**src/logic/hspc_pkg.sv**
```systemverilog
// Constants, field layout and carrier types for the port control upper half
package hspc_pkg;

  // ==========================================================================
  // Field positions inside the port status and control word
  localparam int HSPC_WORD_W = 32;
  localparam int HSPC_RSVD_MSB = 31;
  localparam int HSPC_RSVD_LSB = 23;
  localparam int HSPC_WAKE_OC_BIT = 22;
  localparam int HSPC_WAKE_DISC_BIT = 21;
  localparam int HSPC_WAKE_CONN_BIT = 20;
  localparam int HSPC_TEST_MSB = 19;
  localparam int HSPC_TEST_LSB = 16;
  localparam int HSPC_IND_MSB = 15;
  localparam int HSPC_IND_LSB = 14;
  localparam int HSPC_OWN_BIT = 13;

  // ==========================================================================
  // Reset values
  localparam logic HSPC_WAKE_RESET = 1'h0;
  localparam logic [3:0] HSPC_TEST_RESET = 4'h0;
  localparam logic [1:0] HSPC_IND_RESET = 2'h0;
  localparam logic HSPC_OWN_RESET = 1'h1;
  localparam logic [1:0] HSPC_RST_SYNC_RESET = 2'h0;

  // ==========================================================================
  // Test selector encodings; codes above force_enable are reserved
  typedef enum logic [3:0] {
    HSPC_TEST_NONE = 4'b0000,
    HSPC_TEST_J = 4'b0001,
    HSPC_TEST_K = 4'b0010,
    HSPC_TEST_SE0_NAK = 4'b0011,
    HSPC_TEST_PACKET = 4'b0100,
    HSPC_TEST_FORCE_EN = 4'b0101
  } hspc_test_code_type;

  // Indicator selector encodings; 2'b11 is undefined and shows nothing
  typedef enum logic [1:0] {
    HSPC_IND_OFF = 2'b00,
    HSPC_IND_AMBER = 2'b01,
    HSPC_IND_GREEN = 2'b10
  } hspc_ind_code_type;

  // Software-visible control fields
  typedef struct packed {
    logic wake_overcurrent_enable;
    logic wake_disconnect_enable;
    logic wake_connect_enable;
    logic [3:0] port_test_select;
    logic [1:0] port_indicator_select;
    logic companion_ownership;
  } hspc_ctrl_type;

  // Decoded test drive towards the port transceiver
  typedef struct packed {
    logic active;
    logic drive_j;
    logic drive_k;
    logic se0_nak;
    logic packet;
    logic force_enable;
  } hspc_test_type;

  // Indicator lamps
  typedef struct packed {
    logic amber;
    logic green;
  } hspc_lamp_type;

endpackage

```
**src/logic/hspc_port_ctrl.sv**
```systemverilog
// Port status and control upper half: wake enables, test mode, indicators
`timescale 1ns/1ns
module hspc_port_ctrl
(
  input wire logic clk_sys_in,
  input wire logic rst_n_in,
  input wire logic reg_wr_en_in,
  input wire logic [31:0] reg_wr_data_in,
  output logic [31:0] reg_rd_data_out,
  input wire logic indicator_cap_in,
  input wire logic configured_flag_in,
  input wire logic connect_status_in,
  input wire logic overcurrent_in,
  output logic wake_event_out,
  output hspc_pkg::hspc_test_type test_drive_out,
  output hspc_pkg::hspc_lamp_type lamp_out,
  output logic companion_ownership_out
);
  import hspc_pkg::*;

  // ==========================================================================
  // Reset release
  logic [1:0] rst_sync_r;
  logic rst_n;

  // Assertion is immediate, release waits two edges to avoid metastable exit
  always_ff @(posedge clk_sys_in or negedge rst_n_in)
  begin
    if (!rst_n_in)
      rst_sync_r <= HSPC_RST_SYNC_RESET;
    else
      rst_sync_r <= {rst_sync_r[0], 1'b1};
  end
  assign rst_n = rst_sync_r[1];

  // ==========================================================================
  // Decode helpers
  function automatic hspc_test_type decode_test(input logic [3:0] code);
    hspc_test_type t;
    t = '0;
    t.active = (code != HSPC_TEST_NONE);
    t.drive_j = (code == HSPC_TEST_J);
    t.drive_k = (code == HSPC_TEST_K);
    t.se0_nak = (code == HSPC_TEST_SE0_NAK);
    t.packet = (code == HSPC_TEST_PACKET);
    t.force_enable = (code == HSPC_TEST_FORCE_EN);
    return t;
  endfunction

  function automatic hspc_lamp_type decode_lamp(input logic cap, input logic [1:0] code);
    hspc_lamp_type l;
    l.amber = cap && (code == HSPC_IND_AMBER);
    l.green = cap && (code == HSPC_IND_GREEN);
    return l;
  endfunction

  // ==========================================================================
  // Control fields
  hspc_ctrl_type ctrl_r;
  hspc_ctrl_type ctrl_nxt;
  logic cf_prev_r;
  logic cf_prev_nxt;

  // Software write, then hardware ownership override which always wins
  always_comb
  begin
    ctrl_nxt = ctrl_r;
    cf_prev_nxt = configured_flag_in;
    if (reg_wr_en_in)
    begin
      // Bits 31..23 have no storage, so writes there vanish
      ctrl_nxt.wake_overcurrent_enable = reg_wr_data_in[HSPC_WAKE_OC_BIT];
      ctrl_nxt.wake_disconnect_enable = reg_wr_data_in[HSPC_WAKE_DISC_BIT];
      ctrl_nxt.wake_connect_enable = reg_wr_data_in[HSPC_WAKE_CONN_BIT];
      // Reserved codes are stored as written; for them the decoder raises only active
      ctrl_nxt.port_test_select = reg_wr_data_in[HSPC_TEST_MSB:HSPC_TEST_LSB];
      if (indicator_cap_in)
        ctrl_nxt.port_indicator_select = reg_wr_data_in[HSPC_IND_MSB:HSPC_IND_LSB];
      ctrl_nxt.companion_ownership = reg_wr_data_in[HSPC_OWN_BIT];
    end
    if (!configured_flag_in)
      ctrl_nxt.companion_ownership = 1'b1;
    else if (!cf_prev_r)
      ctrl_nxt.companion_ownership = 1'b0;
  end

  always_ff @(posedge clk_sys_in or negedge rst_n)
  begin
    if (!rst_n)
    begin
      ctrl_r.wake_overcurrent_enable <= HSPC_WAKE_RESET;
      ctrl_r.wake_disconnect_enable <= HSPC_WAKE_RESET;
      ctrl_r.wake_connect_enable <= HSPC_WAKE_RESET;
      ctrl_r.port_test_select <= HSPC_TEST_RESET;
      ctrl_r.port_indicator_select <= HSPC_IND_RESET;
      ctrl_r.companion_ownership <= HSPC_OWN_RESET;
      cf_prev_r <= 1'b0;
    end
    else
    begin
      ctrl_r <= ctrl_nxt;
      cf_prev_r <= cf_prev_nxt;
    end
  end

  // ==========================================================================
  // Wake detection and decoded outputs
  logic oc_prev_r;
  logic conn_prev_r;
  logic wake_r;
  hspc_test_type test_r;
  hspc_lamp_type lamp_r;
  logic oc_prev_nxt;
  logic conn_prev_nxt;
  logic wake_nxt;
  hspc_test_type test_nxt;
  hspc_lamp_type lamp_nxt;

  // Edges only: a level held high must not keep waking the system
  always_comb
  begin
    oc_prev_nxt = overcurrent_in;
    conn_prev_nxt = connect_status_in;
    wake_nxt = (ctrl_r.wake_overcurrent_enable && overcurrent_in && !oc_prev_r)
      || (ctrl_r.wake_disconnect_enable && !connect_status_in && conn_prev_r)
      || (ctrl_r.wake_connect_enable && connect_status_in && !conn_prev_r);
    test_nxt = decode_test(ctrl_r.port_test_select);
    lamp_nxt = decode_lamp(indicator_cap_in, ctrl_r.port_indicator_select);
  end

  always_ff @(posedge clk_sys_in or negedge rst_n)
  begin
    if (!rst_n)
    begin
      oc_prev_r <= 1'b0;
      conn_prev_r <= 1'b0;
      wake_r <= 1'b0;
      test_r <= '0;
      lamp_r <= '0;
    end
    else
    begin
      oc_prev_r <= oc_prev_nxt;
      conn_prev_r <= conn_prev_nxt;
      wake_r <= wake_nxt;
      test_r <= test_nxt;
      lamp_r <= lamp_nxt;
    end
  end

  // ==========================================================================
  // Outputs; bits below 13 belong to other logic and read zero here
  assign wake_event_out = wake_r;
  assign test_drive_out = test_r;
  assign lamp_out = lamp_r;
  assign companion_ownership_out = ctrl_r.companion_ownership;
  assign reg_rd_data_out = {9'h000,
    ctrl_r.wake_overcurrent_enable, ctrl_r.wake_disconnect_enable,
    ctrl_r.wake_connect_enable, ctrl_r.port_test_select,
    ctrl_r.port_indicator_select, ctrl_r.companion_ownership, 13'h0000};
endmodule

```
**config.mk**
```make
export PLATFORM = sky130hd
export DESIGN_NAME = hspc_port_ctrl
export DESIGN_NICKNAME = d
export VERILOG_FILES = /design/src/logic/hspc_pkg.sv /design/src/logic/hspc_port_ctrl.sv
export SDC_FILE = /design/constraint.sdc
export NUM_CORES = 1
export LEC_CHECK = 0
export ABC_AREA = 1
export BUFFER_PORTS_ARGS = -buffer_cell sky130_fd_sc_hd__clkbuf_2
export CAP_MARGIN = 25
export CORE_MARGIN = 2
export CORE_UTILIZATION = 41
export DETAILED_ROUTE_END_ITERATION = 16
export PLACE_DENSITY = 0.89
export SLEW_MARGIN = 20
export SYNTH_ARGS = -nofsm -noshare
export SYNTH_HDL_FRONTEND = slang
export SYNTH_SLANG_ARGS = --single-unit
```
**constraint.sdc**
```tcl
create_clock -name clk_sys_in -period 2.55 [get_ports clk_sys_in]
set_input_delay 0.765 -clock clk_sys_in [delete_from_list [all_inputs] [get_ports clk_sys_in]]
set_output_delay 0.765 -clock clk_sys_in [all_outputs]
set_load 0.05 [all_outputs]
```
==> impl_metrics.json <==
{
  "avgRoutedWirePerCell_um": 9.73,
  "io_buffers": 36,
  "cpPeakStageDelay_ns": 0.56,
  "finalHoldViolCount": 0,
  "floorplan.die.width_um": 53.9,
  "dp_cell_count": 168,
  "clock_insertion_delay_worst_skew_ns": 0.30,
  "worstPathBufferInverterCount": 1,
  "worst_hold_slack_across_all_endpoints_ns": 0.225,
  "rows": 18,
  "critical_path.top_delay_family": "flip-flops",
  "synth_cell_type_count": 12,
  "sequential_cell_area_um2": 602,
  "cts_buffer_count": 3,
  "cp_data_required_time_ns": 1.79,
  "postSynthRegisterBits": 24,
  "cts.sinks": 24,
  "final_instance_area_um2": 1170,
  "gpl.final_weighted_congestion": 0.703,
  "worstMarginPinSlew_ns": 0.852,
  "grt_antenna_before_repair": 0,
  "placement.cell_area_um2": 1130,
  "most-common-layout-cells": "sky130_fd_sc_hd__clkbuf_2, sky130_fd_sc_hd__nand2_1, sky130_fd_sc_hd__conb_1, sky130_fd_sc_hd__dfrtp_1, sky130_fd_sc_hd__inv_1",
  "dr.first_iter.drc_count": 9,
  "worst_slack_after_detailed_placement_ns": 0.994,
  "final_slew_violations": 0,
  "vias_per_inst": 4.27,
  "global_route.overflow_total": 0,
  "first_global_vias": 620,
  "syn_area_um2": 1020,
  "fin_crit_ns": 1.90,
  "die_area_um2": 2910,
  "cts_hold_repair.buffers": 0,
  "crit_slowest_cell": "sky130_fd_sc_hd__dfstp_2",
  "cts.repair_timing.setup_buffer_count": 0,
  "final.fill_count": 242,
  "critPathCaptureType": "output pin",
  "antenna-diode-count": 0,
  "critical_path.max_fanout": 3,
  "synthCells": 105,
  "fin_nets": 182,
  "syn_to_final_growth_pct": 14.6,
  "drive_above_1_share": 0.289,
  "post_layout_nonfiller_instances": 172,
  "hold_class": "in2async",
  "max-clock-path-buffers": 2,
  "clkTransAtPathRegs_ns": 0.12,
  "critical_path_class": "reg2out",
  "count_of_max_cap_constraint_violations": 0,
  "power.static_leakage_nw": 0.688,
  "final_skew_ns": 0.00453,
  "cts_max_level": 1,
  "rrSetupSlack_ns": 1.67,
  "detail_route.wirelength_mm": 1.67,
  "synth-seq-area-share": 0.589,
  "dr.pass1.iters": 4,
  "core_um2": 2410,
  "routed-via-count": 734,
  "maxSlewHeadroom": 0.432,
  "cts_repair_resize_count": 0,
  "cp.arrival_ns": 1.13,
  "clock-root-buffer": "sky130_fd_sc_hd__clkbuf_4",
  "startpoint_class_of_the_critical_path": "flip-flop",
  "run_status": "completed",
  "die_h_um": 53.9,
  "crit_path_cell_trace": "clkbuf_2",
  "grt_usage": 0.121,
  "drcViolationCount": 0,
  "grt_max_degree": 23,
  "power.density_cell_area_nw_per_um2": 740,
  "timing.setup.tns_ns": 0,
  "rsz_0062_raised_after_global_routing": "no",
  "worst_ir_drop_vdd_mv": 0.397,
  "most_common_library_cell_in_the_layout_ignoring_fill_and_taps": "sky130_fd_sc_hd__clkbuf_2",
  "max_freq_mhz": 526,
  "initial_util": 0.424,
  "yosysWarnings": 0,
  "placed_wire_length_estimate_after_detailed_placement_mm": 1.37,
  "multi_input_area_um2": 285,
  "io-pin-count": 81,
  "synth.avg_cell_area_um2": 9.74,
  "tritoncts_clock_tree": "yes",
  "setup_slack_ns": 0.650,
  "setup_viol": 0,
  "grt_first_pass_wirelength_mm": 2.45,
  "final.period_utilization": 0.745,
  "ant_nets": 0
}
## through the flow
stage	power [mW]	util
global placement	0.680	0.471
global route	0.910	0.486
detailed placement	0.685	0.471
floorplan	0.661	-
CTS	0.877	0.486
finish	0.867	0.486
## area by class of cell
class                           count  share of cell area
Tap cell                           30              0.0321
Timing Repair Buffer               36               0.154
Sequential cell                    24               0.514
Multi-Input combinational cell     70               0.244
Inverter                            8              0.0256
Clock buffer                        4              0.0310
## kinds of logic after synthesis
kind of cell / count (synthesis) / synth area share
compound gates: 4 / 0.0196
buf+inv: 32 / 0.209
flops: 24 / 0.589
other cells: 2 / 0.00735
simple gates: 43 / 0.175
## power by group
part | internal [mW] | switching (mW) | total [mW]
Combinational | 0.0381 | 0.204 | 0.242
Sequential | 0.410 | 0.0233 | 0.433
Clock | 0.0870 | 0.104 | 0.191
Total | 0.535 | 0.332 | 0.867
## worst paths after layout
kind / start / to / cells after the start
worst max register to register: rst_sync_r[1] / test_drive_out[2] / 0
worst min register to register: rst_sync_r[1] / reg_rd_data_out[15] / 0
max in group asynchronous: rst_sync_r[1] / test_drive_out[2] / 0
worst min-delay path: rst_n_in / rst_sync_r[0] / 1
min in group clk_sys_in: rst_sync_r[0] / rst_sync_r[1] / 0
worst max-delay path: companion_ownership_out / companion_ownership_out / 1
## synth_stat cells
master,instances,area share
sky130_fd_sc_hd__dfstp_2,1,0.026
sky130_fd_sc_hd__nor2_1,4,0.015
sky130_fd_sc_hd__nand3_1,7,0.034
sky130_fd_sc_hd__nand2_1,27,0.099
sky130_fd_sc_hd__nor3_1,3,0.015
sky130_fd_sc_hd__buf_6,1,0.011
sky130_fd_sc_hd__o21ai_0,4,0.020
sky130_fd_sc_hd__inv_1,8,0.029
sky130_fd_sc_hd__dfrtp_1,23,0.56
sky130_fd_sc_hd__conb_1,2,0.0073
sky130_fd_sc_hd__nand4_1,2,0.012
sky130_fd_sc_hd__buf_4,23,0.17
## per-layer routing
layer,up-vias,GRT usage,part of all wire
li1,355,-,-
met1,340,0.115,0.38
met2,39,0.234,0.52
met3,0,0.0361,0.10
met4,0,0.0513,0
met5,-,0,0
## sequential cells by signal (all words and copies together) (netlist names)
register                 count
reg_rd_data_out              9
test_drive_out               6
lamp_out                     2
rst_sync_r                   2
cf_prev_r                    1
companion_ownership_out      1
conn_prev_r                  1
oc_prev_r                    1
wake_event_out               1
Note: power is estimated with default switching activity, not from simulation.
